**src/asp_pkg.sv**
```systemverilog
/*
 Shared constants and types for the serial audio master port.
 Assumes a 125 MHz system clock and a 32-bit AXI4-Lite register bus.
*/
package asp_pkg;
   // System clock and link rates.
   localparam int CLK_HZ = 125_000_000;
   localparam int RATE_8K_HZ = 8000;
   localparam int RATE_16K_HZ = 16000;
   localparam int FRAME_SLOTS = 32;
   localparam int WORD_BITS = 16;
   localparam int MCLK_13_HZ = 13_000_000;
   localparam int MCLK_26_HZ = 26_000_000;
   // Rate generators add a step each cycle and tick when passing CLK_HZ.
   localparam logic [27:0] ACC_MOD = 28'(CLK_HZ);
   localparam logic [27:0] BCLK_STEP_8K = 28'(2 * FRAME_SLOTS * RATE_8K_HZ);
   localparam logic [27:0] BCLK_STEP_16K = 28'(2 * FRAME_SLOTS * RATE_16K_HZ);
   localparam logic [27:0] MCLK_STEP_13 = 28'(2 * MCLK_13_HZ);
   localparam logic [27:0] MCLK_STEP_26 = 28'(2 * MCLK_26_HZ);
   // Frame slot positions.
   localparam logic [4:0] FIRST_SLOT = 5'h00;
   localparam logic [4:0] LAST_DATA_SLOT = 5'(WORD_BITS - 1);
   localparam logic [4:0] LAST_SLOT = 5'(FRAME_SLOTS - 1);
   localparam logic [4:0] PCM_SYNC1 = 5'h01;
   localparam logic [4:0] PCM_SYNC2 = 5'h02;
   localparam logic [4:0] NORM_SYNC = 5'h10;
   // Register map, byte addresses.
   localparam int AXI_AW = 8;
   localparam logic [7:0] OFF_CTRL = 8'h00;
   localparam logic [7:0] OFF_TXDATA = 8'h04;
   localparam logic [7:0] OFF_RXDATA = 8'h08;
   localparam logic [7:0] OFF_STATUS = 8'h0c;
   // Control fields.
   localparam int CB_EN = 0;
   localparam int CB_NORMAL = 1;
   localparam int CB_RATE16 = 2;
   localparam int CB_SYNC2 = 3;
   localparam int CB_MCLK_EN = 4;
   localparam int CB_MCLK26 = 5;
   localparam int CB_DIS_TXD = 8;
   localparam int CB_DIS_RXD = 9;
   localparam int CB_DIS_CLK = 10;
   localparam int CB_DIS_WA = 11;
   localparam int CB_DIS_MCLK = 12;
   localparam logic [31:0] CTRL_RST = 32'h0000_0000;
   localparam logic [31:0] CTRL_MASK = 32'h0000_1f3f;
   localparam logic [15:0] TXDATA_RST = 16'h0000;
   // Status fields.
   localparam int SB_RXNEW = 0;
   localparam int SB_TXTAKEN = 1;
   localparam int SB_SLOT = 8;
   // Bus responses.
   localparam logic [1:0] RESP_OKAY = 2'h0;
   localparam logic [1:0] RESP_SLVERR = 2'h2;

   // One pad: driven level, output enable, pull-down enable.
   typedef struct packed {
      logic pullDn;
      logic oe;
      logic out;
   } asp_pin_t;

   typedef enum logic [1:0] {WS_COLLECT = 2'b01, WS_RESP = 2'b10} asp_wst_t;
   typedef enum logic [1:0] {RS_IDLE = 2'b01, RS_DATA = 2'b10} asp_rst_t;
endpackage

```
**src/asp_sync3.sv**
```systemverilog
/*
 Three-stage input synchroniser with agreement filter.
 Assumes an asynchronous pin level on din.
*/
`timescale 1ns/1ps
module asp_sync3
   import asp_pkg::*;
(
   // Clock and reset
   input wire logic clk,
   input wire logic rst,
   // Level in and filtered level out
   input wire logic din,
   output logic dout
);
   logic s1_r, s2_r, s3_r, dout_r;
   logic dout_nxt;

   ////////////////////////////////////////////////////////////////////////////
   // The output only follows once the last two stages agree.
   always_comb begin
      dout_nxt = (s2_r == s3_r) ? s3_r : dout_r;
   end

   // The first stage feeds only the second to keep metastability contained.
   always_ff @(posedge clk) begin
      if (rst) begin
         s1_r <= 1'b0;
         s2_r <= 1'b0;
         s3_r <= 1'b0;
         dout_r <= 1'b0;
      end else begin
         s1_r <= din;
         s2_r <= s1_r;
         s3_r <= s2_r;
         dout_r <= dout_nxt;
      end
   end

   assign dout = dout_r;
endmodule

```
**src/asp_nco.sv**
```systemverilog
/*
 Fractional rate generator giving one-cycle tick pulses.
 Assumes step is below ACC_MOD; the average tick rate is step / ACC_MOD.
*/
`timescale 1ns/1ps
module asp_nco
   import asp_pkg::*;
(
   // Clock and reset
   input wire logic clk,
   input wire logic rst,
   // Rate control
   input wire logic en,
   input wire logic [27:0] step,
   // One-cycle pulse
   output logic tick
);
   logic [27:0] acc_r, acc_nxt;
   logic [28:0] sum;

   ////////////////////////////////////////////////////////////////////////////
   // Accumulate exactly so the long-term rate has no drift, at the cost of
   // one cycle of jitter on individual ticks.
   always_comb begin
      sum = {1'b0, acc_r} + {1'b0, step};
      tick = 1'b0;
      acc_nxt = sum[27:0];
      if (!en) begin
         acc_nxt = '0;
      end else if (sum >= {1'b0, ACC_MOD}) begin
         tick = 1'b1;
         acc_nxt = 28'(sum - {1'b0, ACC_MOD});
      end
   end

   // Accumulator register.
   always_ff @(posedge clk) begin
      if (rst) begin
         acc_r <= '0;
      end else begin
         acc_r <= acc_nxt;
      end
   end
endmodule

```
**src/asp_master_port.sv**
```systemverilog
/*
 Serial audio master port with an AXI4-Lite register slave.
 Assumes one 125 MHz clock, synchronous reset, and an external codec that
 launches its data on the falling bit-clock edge.
*/
// Functional notes
// Four lines: data out, data in, bit clock out, word-align out.
// Configuration selects short-sync PCM or long-sync normal framing.
// PCM word-align high 1 or 2 bit clocks, low rest of 32.
// Normal mode word-align high 16 clocks, then low 16 clocks.
// Port is master only; it always makes bit clock and word-align.
// Sample rate 8 or 16 kHz equals word-align frequency.
// Bit clock is 32 times sample rate; frame is 32 clocks.
// Samples are 16-bit linear mono, one word each way per frame.
// Samples are two's-complement signed in both directions.
// Words are shifted most significant bit first both ways.
// No received audio is mixed into transmitted audio.
// Optional 13 or 26 MHz master clock on a dedicated pin.
// A disabled pin is tri-stated with its pull-down enabled.
// Data launches on falling bit clock, sampled on rising edge.
// Word fills first 16 slots; rest drive zero, input ignored.
`timescale 1ns/1ps
module asp_master_port
   import asp_pkg::*;
(
   // Clock and reset
   input wire logic clk,
   input wire logic rst,
   // AXI4-Lite write address and data
   input wire logic [AXI_AW-1:0] awaddr,
   input wire logic awvalid,
   output logic awready,
   input wire logic [31:0] wdata,
   input wire logic [3:0] wstrb,
   input wire logic wvalid,
   output logic wready,
   // AXI4-Lite write response
   output logic [1:0] bresp,
   output logic bvalid,
   input wire logic bready,
   // AXI4-Lite read
   input wire logic [AXI_AW-1:0] araddr,
   input wire logic arvalid,
   output logic arready,
   output logic [31:0] rdata,
   output logic [1:0] rresp,
   output logic rvalid,
   input wire logic rready,
   // Audio pins
   output asp_pin_t txdPin,
   output asp_pin_t bclkPin,
   output asp_pin_t audioWordAlignOut,
   output asp_pin_t codecMasterClockPin,
   input wire logic rxdIn,
   output logic rxdPullDn
);

   // Merge a write into a register under byte strobes.
   function automatic logic [31:0] applyStrb(input logic [31:0] old, input logic [31:0] nw,
                                               input logic [3:0] strb);
      logic [31:0] res;
      res = old;
      for (int i = 0; i < 4; i++) begin
         if (strb[i]) begin
            res[8*i +: 8] = nw[8*i +: 8];
         end
      end
      return res;
   endfunction

   asp_wst_t ws_r, ws_nxt;
   asp_rst_t rs_r, rs_nxt;
   logic awGot_r, awGot_nxt, wGot_r, wGot_nxt;
   logic [AXI_AW-1:0] wAddr_r, wAddr_nxt;
   logic [31:0] wData_r, wData_nxt;
   logic [3:0] wStrb_r, wStrb_nxt;
   logic [1:0] bresp_r, bresp_nxt, rresp_r, rresp_nxt;
   logic [31:0] rdata_r, rdata_nxt, ctrl_r, ctrl_nxt;
   logic [15:0] txData_r, txData_nxt;
   logic rxNew_r, rxNew_nxt, txTaken_r, txTaken_nxt;
   logic doWrite;
   logic portEn, halfTick, mclkTick, bclkRise, bclkFall, rxSync, rxBit;
   logic bclk_r, bclk_nxt, wa_r, wa_nxt, txd_r, txd_nxt, mclk_r, mclk_nxt;
   logic [4:0] slot_r, slot_nxt, syncLen;
   logic [15:0] txSh_r, txSh_nxt, rxSh_r, rxSh_nxt, rxWord_r, rxWord_nxt;
   logic rxEvt, txEvt;

   ////////////////////////////////////////////////////////////////////////////
   // Bus handshakes depend only on state, so they never loop back on valid.
   assign awready = (ws_r == WS_COLLECT) && !awGot_r;
   assign wready = (ws_r == WS_COLLECT) && !wGot_r;
   assign bvalid = (ws_r == WS_RESP);
   assign bresp = bresp_r;
   assign arready = (rs_r == RS_IDLE);
   assign rvalid = (rs_r == RS_DATA);
   assign rdata = rdata_r;
   assign rresp = rresp_r;
   assign doWrite = (ws_r == WS_COLLECT) && awGot_r && wGot_r;

   // Register file and bus state; address and data may arrive in either order.
   always_comb begin
      ws_nxt = ws_r;
      rs_nxt = rs_r;
      awGot_nxt = awGot_r;
      wGot_nxt = wGot_r;
      wAddr_nxt = wAddr_r;
      wData_nxt = wData_r;
      wStrb_nxt = wStrb_r;
      bresp_nxt = bresp_r;
      rresp_nxt = rresp_r;
      rdata_nxt = rdata_r;
      ctrl_nxt = ctrl_r;
      txData_nxt = txData_r;
      // Hardware events win over a clear in the same cycle.
      rxNew_nxt = rxNew_r;
      txTaken_nxt = txTaken_r;
      case (ws_r)
         WS_COLLECT: begin
            if (awvalid && awready) begin
               awGot_nxt = 1'b1;
               wAddr_nxt = awaddr;
            end
            if (wvalid && wready) begin
               wGot_nxt = 1'b1;
               wData_nxt = wdata;
               wStrb_nxt = wstrb;
            end
            if (doWrite) begin
               awGot_nxt = 1'b0;
               wGot_nxt = 1'b0;
               ws_nxt = WS_RESP;
               bresp_nxt = RESP_OKAY;
               if (wAddr_r == OFF_CTRL) begin
                  ctrl_nxt = applyStrb(ctrl_r, wData_r, wStrb_r) & CTRL_MASK;
               end else if (wAddr_r == OFF_TXDATA) begin
                  txData_nxt = 16'(applyStrb({16'h0000, txData_r}, wData_r, wStrb_r));
               end else if (wAddr_r == OFF_STATUS) begin
                  if (wStrb_r[0] && wData_r[SB_RXNEW]) begin
                     rxNew_nxt = 1'b0;
                  end
                  if (wStrb_r[0] && wData_r[SB_TXTAKEN]) begin
                     txTaken_nxt = 1'b0;
                  end
               end else if (wAddr_r != OFF_RXDATA) begin
                  bresp_nxt = RESP_SLVERR;
               end
            end
         end
         WS_RESP: begin
            if (bready) begin
               ws_nxt = WS_COLLECT;
            end
         end
         default: ws_nxt = WS_COLLECT;
      endcase
      if (rxEvt) begin
         rxNew_nxt = 1'b1;
      end
      if (txEvt) begin
         txTaken_nxt = 1'b1;
      end
      case (rs_r)
         RS_IDLE: begin
            if (arvalid) begin
               rs_nxt = RS_DATA;
               rresp_nxt = RESP_OKAY;
               rdata_nxt = 32'h0000_0000;
               if (araddr == OFF_CTRL) begin
                  rdata_nxt = ctrl_r;
               end else if (araddr == OFF_TXDATA) begin
                  rdata_nxt = {16'h0000, txData_r};
               end else if (araddr == OFF_RXDATA) begin
                  rdata_nxt = {{16{rxWord_r[15]}}, rxWord_r};
               end else if (araddr == OFF_STATUS) begin
                  rdata_nxt[SB_RXNEW] = rxNew_r;
                  rdata_nxt[SB_TXTAKEN] = txTaken_r;
                  rdata_nxt[SB_SLOT +: 5] = slot_r;
               end else begin
                  rresp_nxt = RESP_SLVERR;
               end
            end
         end
         RS_DATA: begin
            if (rready) begin
               rs_nxt = RS_IDLE;
            end
         end
         default: rs_nxt = RS_IDLE;
      endcase
   end

   // Bus and register state.
   always_ff @(posedge clk) begin
      if (rst) begin
         ws_r <= WS_COLLECT;
         rs_r <= RS_IDLE;
         awGot_r <= 1'b0;
         wGot_r <= 1'b0;
         wAddr_r <= '0;
         wData_r <= '0;
         wStrb_r <= '0;
         bresp_r <= RESP_OKAY;
         rresp_r <= RESP_OKAY;
         rdata_r <= '0;
         ctrl_r <= CTRL_RST;
         txData_r <= TXDATA_RST;
         rxNew_r <= 1'b0;
         txTaken_r <= 1'b0;
      end else begin
         ws_r <= ws_nxt;
         rs_r <= rs_nxt;
         awGot_r <= awGot_nxt;
         wGot_r <= wGot_nxt;
         wAddr_r <= wAddr_nxt;
         wData_r <= wData_nxt;
         wStrb_r <= wStrb_nxt;
         bresp_r <= bresp_nxt;
         rresp_r <= rresp_nxt;
         rdata_r <= rdata_nxt;
         ctrl_r <= ctrl_nxt;
         txData_r <= txData_nxt;
         rxNew_r <= rxNew_nxt;
         txTaken_r <= txTaken_nxt;
      end
   end

   ////////////////////////////////////////////////////////////////////////////
   // Rate generators: half bit-clock ticks and master clock half periods.
   assign portEn = ctrl_r[CB_EN];
   asp_nco uBclkNco (
      .clk(clk),
      .rst(rst),
      .en(portEn),
      .step(ctrl_r[CB_RATE16] ? BCLK_STEP_16K : BCLK_STEP_8K),
      .tick(halfTick)
   );
   asp_nco uMclkNco (
      .clk(clk),
      .rst(rst),
      .en(ctrl_r[CB_MCLK_EN] && !ctrl_r[CB_DIS_MCLK]),
      .step(ctrl_r[CB_MCLK26] ? MCLK_STEP_26 : MCLK_STEP_13),
      .tick(mclkTick)
   );
   asp_sync3 uRxSync (
      .clk(clk),
      .rst(rst),
      .din(rxdIn),
      .dout(rxSync)
   );

   assign bclkRise = halfTick && !bclk_r;
   assign bclkFall = halfTick && bclk_r;
   // A disabled input floats low on its pull-down, so read it as zero.
   assign rxBit = ctrl_r[CB_DIS_RXD] ? 1'b0 : rxSync;
   assign syncLen = ctrl_r[CB_SYNC2] ? PCM_SYNC2 : PCM_SYNC1;

   // Frame engine: one slot per bit clock, 32 slots per frame.
   always_comb begin
      bclk_nxt = bclk_r;
      slot_nxt = slot_r;
      wa_nxt = wa_r;
      txd_nxt = txd_r;
      txSh_nxt = txSh_r;
      rxSh_nxt = rxSh_r;
      rxWord_nxt = rxWord_r;
      mclk_nxt = mclk_r;
      rxEvt = 1'b0;
      txEvt = 1'b0;
      if (!ctrl_r[CB_MCLK_EN] || ctrl_r[CB_DIS_MCLK]) begin
         mclk_nxt = 1'b0;
      end else if (mclkTick) begin
         mclk_nxt = !mclk_r;
      end
      if (!portEn) begin
         // Parked with the clock low so the first fall opens slot 0.
         bclk_nxt = 1'b0;
         slot_nxt = LAST_SLOT;
         wa_nxt = 1'b0;
         txd_nxt = 1'b0;
      end else begin
         if (halfTick) begin
            bclk_nxt = !bclk_r;
         end
         if (bclkFall) begin
            slot_nxt = slot_r + 5'h01;
            if (slot_r == LAST_SLOT) begin
               // Only the written sample is sent; received audio never enters.
               txSh_nxt = txData_r;
               txEvt = 1'b1;
            end else begin
               txSh_nxt = {txSh_r[14:0], 1'b0};
            end
            txd_nxt = (slot_nxt <= LAST_DATA_SLOT) ? txSh_nxt[15] : 1'b0;
            if (ctrl_r[CB_NORMAL]) begin
               wa_nxt = (slot_nxt < NORM_SYNC);
            end else begin
               wa_nxt = (slot_nxt < syncLen);
            end
         end
         if (bclkRise && slot_r <= LAST_DATA_SLOT) begin
            rxSh_nxt = {rxSh_r[14:0], rxBit};
            if (slot_r == LAST_DATA_SLOT) begin
               rxWord_nxt = {rxSh_r[14:0], rxBit};
               rxEvt = 1'b1;
            end
         end
      end
   end

   // Frame engine registers.
   always_ff @(posedge clk) begin
      if (rst) begin
         bclk_r <= 1'b0;
         slot_r <= LAST_SLOT;
         wa_r <= 1'b0;
         txd_r <= 1'b0;
         txSh_r <= '0;
         rxSh_r <= '0;
         rxWord_r <= '0;
         mclk_r <= 1'b0;
      end else begin
         bclk_r <= bclk_nxt;
         slot_r <= slot_nxt;
         wa_r <= wa_nxt;
         txd_r <= txd_nxt;
         txSh_r <= txSh_nxt;
         rxSh_r <= rxSh_nxt;
         rxWord_r <= rxWord_nxt;
         mclk_r <= mclk_nxt;
      end
   end

   ////////////////////////////////////////////////////////////////////////////
   // Pads: a disabled pin releases its drive and turns on its pull-down.
   assign txdPin = '{pullDn: ctrl_r[CB_DIS_TXD], oe: !ctrl_r[CB_DIS_TXD], out: txd_r};
   assign bclkPin = '{pullDn: ctrl_r[CB_DIS_CLK], oe: !ctrl_r[CB_DIS_CLK], out: bclk_r};
   assign audioWordAlignOut = '{pullDn: ctrl_r[CB_DIS_WA], oe: !ctrl_r[CB_DIS_WA], out: wa_r};
   assign codecMasterClockPin = '{pullDn: ctrl_r[CB_DIS_MCLK], oe: !ctrl_r[CB_DIS_MCLK], out: mclk_r};
   assign rxdPullDn = ctrl_r[CB_DIS_RXD];
endmodule

```
**config.mk**
```make
export PLATFORM = sky130hd
export DESIGN_NAME = asp_master_port
export DESIGN_NICKNAME = d
export VERILOG_FILES = /design/src/asp_pkg.sv /design/src/asp_sync3.sv /design/src/asp_nco.sv /design/src/asp_master_port.sv
export SDC_FILE = /design/constraint.sdc
export NUM_CORES = 1
export LEC_CHECK = 0
export BUFFER_PORTS_ARGS = -buffer_cell sky130_fd_sc_hd__buf_2
export CORE_ASPECT_RATIO = 1.1
export CORE_MARGIN = 1
export CORE_UTILIZATION = 40
export CTS_CLUSTER_SIZE = 25
export DETAILED_ROUTE_END_ITERATION = 12
export GPL_TIMING_DRIVEN = 0
export PLACE_DENSITY_LB_ADDON = 0.15
export RECOVER_POWER = 100
export SLEW_MARGIN = 40
export SYNTH_ARGS = -nofsm -noshare
export SYNTH_HDL_FRONTEND = slang
export SYNTH_SLANG_ARGS = --single-unit
export TNS_END_PERCENT = 10
```
**constraint.sdc**
```tcl
create_clock -name clk -period 12 [get_ports clk]
set_clock_uncertainty 0.2 [all_clocks]
set_input_delay 1.8 -clock clk [delete_from_list [all_inputs] [get_ports clk]]
set_output_delay 1.8 -clock clk [all_outputs]
set_load 0.1 [all_outputs]
```
======== After elaboration in Yosys (flattened, before gate mapping) ========
Cells that the tools add are included.
storage, ports and cells
  register bits ........................... 212
  bits in latches ......................... 0
  bits in writable memories ............... 0
  memory bits (read-only) ................. 0
  bits of input ports ..................... 60
  output and inout port bits .............. 54
  word-level logic and storage cells ...... 178
  memories ................................ 0
cells by class
  $add $sub $neg .......................... 5
  multiply operators ...................... 0
  divide/modulo/power cells ............... 0
  magnitude comparators ................... 6
  eq/ne operators ......................... 21
  shift operators ......................... 0
  mux-type cells .......................... 59
  bitwise logic cells ..................... 3
  reductions and logical operators ........ 54
operator list
  kind                                                   number
  2-to-1 mux 32 bit                                      2
  >= comparator 29 x 27 -> 1 bit, second input constant  2
  2-to-1 mux 28 bit                                      2
  subtractor 28 x 27 -> 28 bit, second input constant    2
  2-to-1 mux 1 bit                                       31
  2-to-1 mux 2 bit                                       15
  adder 28 x 20 -> 29 bit                                1
  adder 28 x 26 -> 29 bit                                1
  2-to-1 mux 26 bit                                      1
  == test 8 x 4 -> 1 bit, second input constant          3
  2-to-1 mux 20 bit                                      1
  AND reduction 2 bit                                    10
  nonzero test 2 bit                                     10
  2-to-1 mux 19 bit                                      1
  == test 8 x 3 -> 1 bit, second input constant          2
  zero test 8 bit                                        2
  2-to-1 mux 16 bit                                      1
  logical AND 1 bit                                      12
  inequality test 2 bit, second input constant           6
  AND reduction 6 bit                                    2
  <= comparator 5 x 4 -> 1 bit, second input constant    2
  2-to-1 mux 5 bit                                       2
  AND reduction 5 bit                                    2
  zero test 1 bit                                        9
  other kinds (17)                                       26

======== Logic depth before layout (Yosys ltp) ========
  depth after elaboration ................. 11
  depth in mapped cells ................... 15

======== Hierarchy ========
A second synthesis with hierarchy kept.
unflattened totals
  cells, all modules ...................... 1601
  area, all modules ....................... 13062.5 um2
modules (own cells, without submodules)
  module               instances  cells each  area an instance (um2)  seq. area each (um2)
  asp_master_port      1          630         5646.7                  2702.6
  asp_nco at uMclkNco  1          510         3871.2                  560.5
  asp_nco at uBclkNco  1          451         3432.0                  560.5
  asp_sync3            1          10          112.6                   80.1

======== Worst setup path after synthesis ========
OpenSTA, ideal clock, no wires.
  path kind ............................... register to register
  start ................................... register ctrl_r[5]
  end ..................................... register uMclkNco.acc_r[25]
  setup time .............................. 132 ps
  arrival time ............................ 3618 ps
  required time ........................... 11668 ps
  setup slack ............................. 8050 ps
  cell stages (with the launch flop) ...... 15
  path buffers ............................ 2
  clock period less this slack ............ 3950 ps
  path through ............................ dfxtp_1 > inv_1 > ha_1 > fa_1 > a211oi_1 > o211ai_1 > a31oi_1 > nor2_1 > xnor2_1 > o211a_1 > o41a_1 > clkbuf_1 > buf_2 > o31ai_1 > a21oi_1
between the ends
  longest elaborated chain between the ends .. 4
ends and longest elaborated chain
  what                                                                            RTL line                      text
  start, declared                                                                 asp_master_port.sv:78         logic [31:0] rdata_r, rdata_nxt, ctrl_r, ctrl_nxt;
  start signal, assigned                                                          asp_master_port.sv:220        ctrl_r <= ctrl_nxt;
  2-to-1 mux 26 bit *                                                             asp_master_port.sv:241        .step(ctrl_r[CB_MCLK26] ? MCLK_STEP_26 : MCLK_STEP_13),
  adder 28 x 26 -> 29 bit *                                                       asp_nco.sv:25                 sum = {1'b0, acc_r} + {1'b0, step};
  subtractor 28 x 27 -> 28 bit or >= comparator 29 x 27 -> 1 bit (tied branches)  asp_nco.sv:32, asp_nco.sv:30
  2-to-1 mux 28 bit *                                                             asp_nco.sv:30                 end else if (sum >= {1'b0, ACC_MOD}) begin
  end signal, assigned                                                            asp_nco.sv:41                 acc_r <= acc_nxt;
  end, declared                                                                   asp_nco.sv:18                 logic [27:0] acc_r, acc_nxt;
Mark *: on every way between the ends. The rest lies on a longest branch, timed or not.
A chain may end at the register's enable or synchronous reset.

======== Worst setup path after layout ========
  start ................................... register ctrl_r[5]
  end ..................................... register uMclkNco.acc_r[20]
The elaborated chain is that of the path after synthesis.

==> metrics.md <==
| Metric | Value |
|---|---|
| Count of cells resized by post-cts repair | `0` |
| WP buf/inv | `3` |
| Die extent in y | `163 um` |
| Required @ worst endpoint | `12.13 ns` |
| Comb power frac | `0.066` |
| Post-synth EDFFs | `0` |
| DR pass1 iterations | `5` |
| Vias per inst | `5.30` |
| Final Hold Viols | `0` |
| Switching part of the total | `0.267` |
| CTS tree | `yes` |
| Type of origin of the critical path | `flop` |
| Slew Limit Fails | `0` |
| Area of the multi-input gates | `5240 um2` |
| H-tree depth | `4` |
| Fmax | `185 MHz` |
| Core Rows | `58` |
| Largest family of logic cells by synthesized area | `simple AND/OR/NAND/NOR gates` |
| Design area | `10800 um2` |
| Share of cells above drive strength 1 | `0.0919` |
| Pin count of the biggest net entering global routing | `20` |
| Post-CTS Hold Buffers | `0` |
| Yosys cell types | `72` |
| Layout Nets | `1347` |
| Synth warn | `0` |
| Post-DP HPWL | `18.2 mm` |
| Max_cap viols | `0` |
| P&R area growth vs syn | `14.5%` |
| Num Clock Sinks | `183` |
| Vias in the first global route | `7778` |
| Antenna-violating nets left | `0` |
| Measured slew at the worst slew-check pin | `1.17 ns` |
| First-pass GRT wire length | `39.8 mm` |
| Crit-path cells | `inv_1 > ha_1 > fa_1 > a211oi_1 > o211ai_1 > a31oi_1 > a2111oi_0 > a41o_1 > nor2_1 > o41a_1 > clkbuf_1 > clkbuf_1 > nor3_1 > nor3_1` |
| Main area contributors after synthesis | `dfxtp_1 (39%), mux2i_1 (7.3%), nor2_1 (5.9%)` |
| Critical path data arrival time | `5.53 ns` |
| Setup-failing EPs final | `0` |
| WL final | `24.3 mm` |
| Synthesized area | `9460 um2` |
| DIE AREA | `24300 um2` |
| Most frequent cell after synthesis | `dfxtp_1` |
| Commonest cells post-synth | `dfxtp_1 (183), nor2_1 (149), nand2_1 (144), a21oi_1 (83), mux2i_1 (69)` |
| Reg clk slew, reported paths | `0.07 ns` |
| Post-CTS setup-driven buffer insertion count | `0` |
| Post-Synth XOR/XNOR Area | `0.0472` |
| Total GRT Usage | `0.206` |
| Adder-cell area share of the yosys netlist | `0.0373` |
| CTS max path bufs | `2` |
| Vias | `8338` |
| Register area | `3660 um2` |
| WL per Instance | `15.4 um` |
| Area of the core | `23000 um2` |
| Post-Synth Simple-Gate Area | `0.215` |
| Synth Area per Inst | `8.25 um2` |
| RSZ-0062 raised after global routing | `no` |
| Max FO, Critical Path | `10` |
| Flop pwr share | `0.477` |
| Critical Path Sink Type | `flop` |
| #FFs+latches synth | `183` |
| # diodes | `0` |
| Placed cell area | `10300 um2` |
| Min cycle time layout | `5.40 ns` |
| Critical Path Max Stage Delay | `0.70 ns` |
| Internal | `0.959 mW` |
| FFs w/ async S/R, synth | `0` |
| Synth Area in Compound Gates | `0.172` |
| Top cell type's share of synthesized area | `0.387` |
| Pleak | `4.20 nW` |
| Sequential fraction of the synthesis area | `0.387` |
| Multiplexer share of the synthesized area | `0.0825` |
| FILL cells | `2314` |
| Root buf cell | `clkbuf_16` |
| Largest area contributor in the netlist | `dfxtp_1` |
| Net switching power | `0.349 mW` |
| GP Congestion | `0.838` |
| Initial Util | `0.411` |
| Clk_lat worst skew | `0.43 ns` |
| Slew margin rel. | `0.222` |
| Clock network fraction of design power | `0.457` |
| CP Class | `flop to flop` |
| # IOs | `114` |
| Final worst path period share | `0.450` |
| Die Span X | `149 um` |
| Initial antenna violation count | `0` |
| Peak supply drop | `0.000104 V` |
| Outcome | `complete, no violations` |
| Post-Synthesis Cells | `1147` |
| Setup TNS | `0 ns` |
| Hold WC Path Type | `flop to flop` |
| Global route overflow | `0` |
| Top_reg_cell synth | `dfxtp_1` |
| Family with the most delay on the worst path | `compound AO/OA/AOI/OAI gates` |
| Pwr dens | `121 nW/um2` |
| CTS buffer count | `17` |
| Port Buf Inserts | `93` |
| Drt initial violations | `499` |
| Slowest CP cell | `dfxtp_1` |
| DRC viols | `0` |
==> final timing paths <==
| kind | from | end | slack [ns] | depth (start not counted) |
|---|---|---|---|---|
| max | ctrl_r[5] | uMclkNco.acc_r[20] | 6.60 | 14 |
| min | uRxSync.s1_r | uRxSync.s2_r | 0.24 | 1 |
| max reg2reg | ctrl_r[5] | uMclkNco.acc_r[20] | 6.60 | 14 |
| min reg2reg | uRxSync.s1_r | uRxSync.s2_r | 0.24 | 1 |
==> power by group through the flow <==
stage	Clock, mW	Combinational (mW)	Sequential, mW
floorplan	0	0.0472	0.653
global placement	0	0.0873	0.638
detailed placement	0	0.0874	0.638
CTS	0.607	0.0878	0.624
global route	0.636	0.0931	0.625
finish	0.598	0.0860	0.624
==> cell type report <==
class	count	area share
Tap cell	300	0.0347
Inverter	32	0.0111
Sequential cell	183	0.338
Clock inverter	15	0.0190
Clock buffer	17	0.0393
Buffer	83	0.0374
Multi-Input combinational cell	850	0.483
Timing Repair Buffer	93	0.0367
==> per-stage QoR <==
| step | cells | worst slack (ns) | utilization | power (mW) | hold WS [ns] |
|---|---|---|---|---|---|
| floorplan | 1148 | 8.05 | - | 0.700 | 0.214 |
| global placement | 1541 | 6.69 | 0.448 | 0.725 | 0.219 |
| detailed placement | 1541 | 6.71 | 0.448 | 0.726 | 0.225 |
| CTS | 1573 | 6.70 | 0.476 | 1.32 | 0.243 |
| global route | 1573 | 6.13 | 0.471 | 1.35 | 0.265 |
| finish | 1573 | 6.60 | 0.471 | 1.31 | 0.239 |
==> metal layers <==
| metal | track usage | part of all wire | vias up |
|---|---|---|---|
| li1 | - | - | 4233 |
| met1 | 0.265 | 0.47 | 3929 |
| met2 | 0.357 | 0.49 | 151 |
| met3 | 0.0299 | 0.028 | 25 |
| met4 | 0.0576 | 0.013 | 0 |
| met5 | 0 | 0 | - |
==> layout by cell type (no fill, tap or decap), types with 14 or more instances in the layout <==
cell | synthesis | routed
inv_1 | 32 | 32
buf_2 | 2 | 39
o21ai_0 | 35 | 37
xor2_1 | 21 | 21
a211oi_1 | 27 | 27
nor2b_1 | 19 | 19
a22oi_1 | 16 | 16
dfxtp_1 | 183 | 183
mux2i_1 | 69 | 69
xnor2_1 | 30 | 30
clkbuf_1 | 48 | 109
buf_4 | 26 | 25
o211ai_1 | 14 | 14
nor2_1 | 149 | 149
ha_1 | 25 | 25
nand2_1 | 144 | 144
a21oi_1 | 83 | 83
nand3_1 | 24 | 24
nor3_1 | 34 | 35
clkbuf_16 | 0 | 17
==> cell families after synthesis <==
| group | count (synthesis) |
|---|---|
| AOI/OAI and AO/OA | 246 |
| xor gates and xnor gates | 51 |
| adders and majority gates | 27 |
| buffers and inverters | 115 |
| DFF | 183 |
| muxes | 77 |
| other | 1 |
| and+or+nand+nor | 447 |
==> registers in the layout, indices dropped and copies added (netlist names), 5 cells and up <==
| name | count |
|---|---|
| rdata | 17 |
| wAddr_r | 8 |
| uMclkNco.acc_r | 22 |
| txData_r | 16 |
| rxSh_r | 15 |
| uBclkNco.acc_r | 22 |
| slot_r | 5 |
| wData_r | 16 |
| txSh_r | 15 |
| ctrl_r | 11 |
| rxWord_r | 16 |
Power figures use the tool's default switching activity.
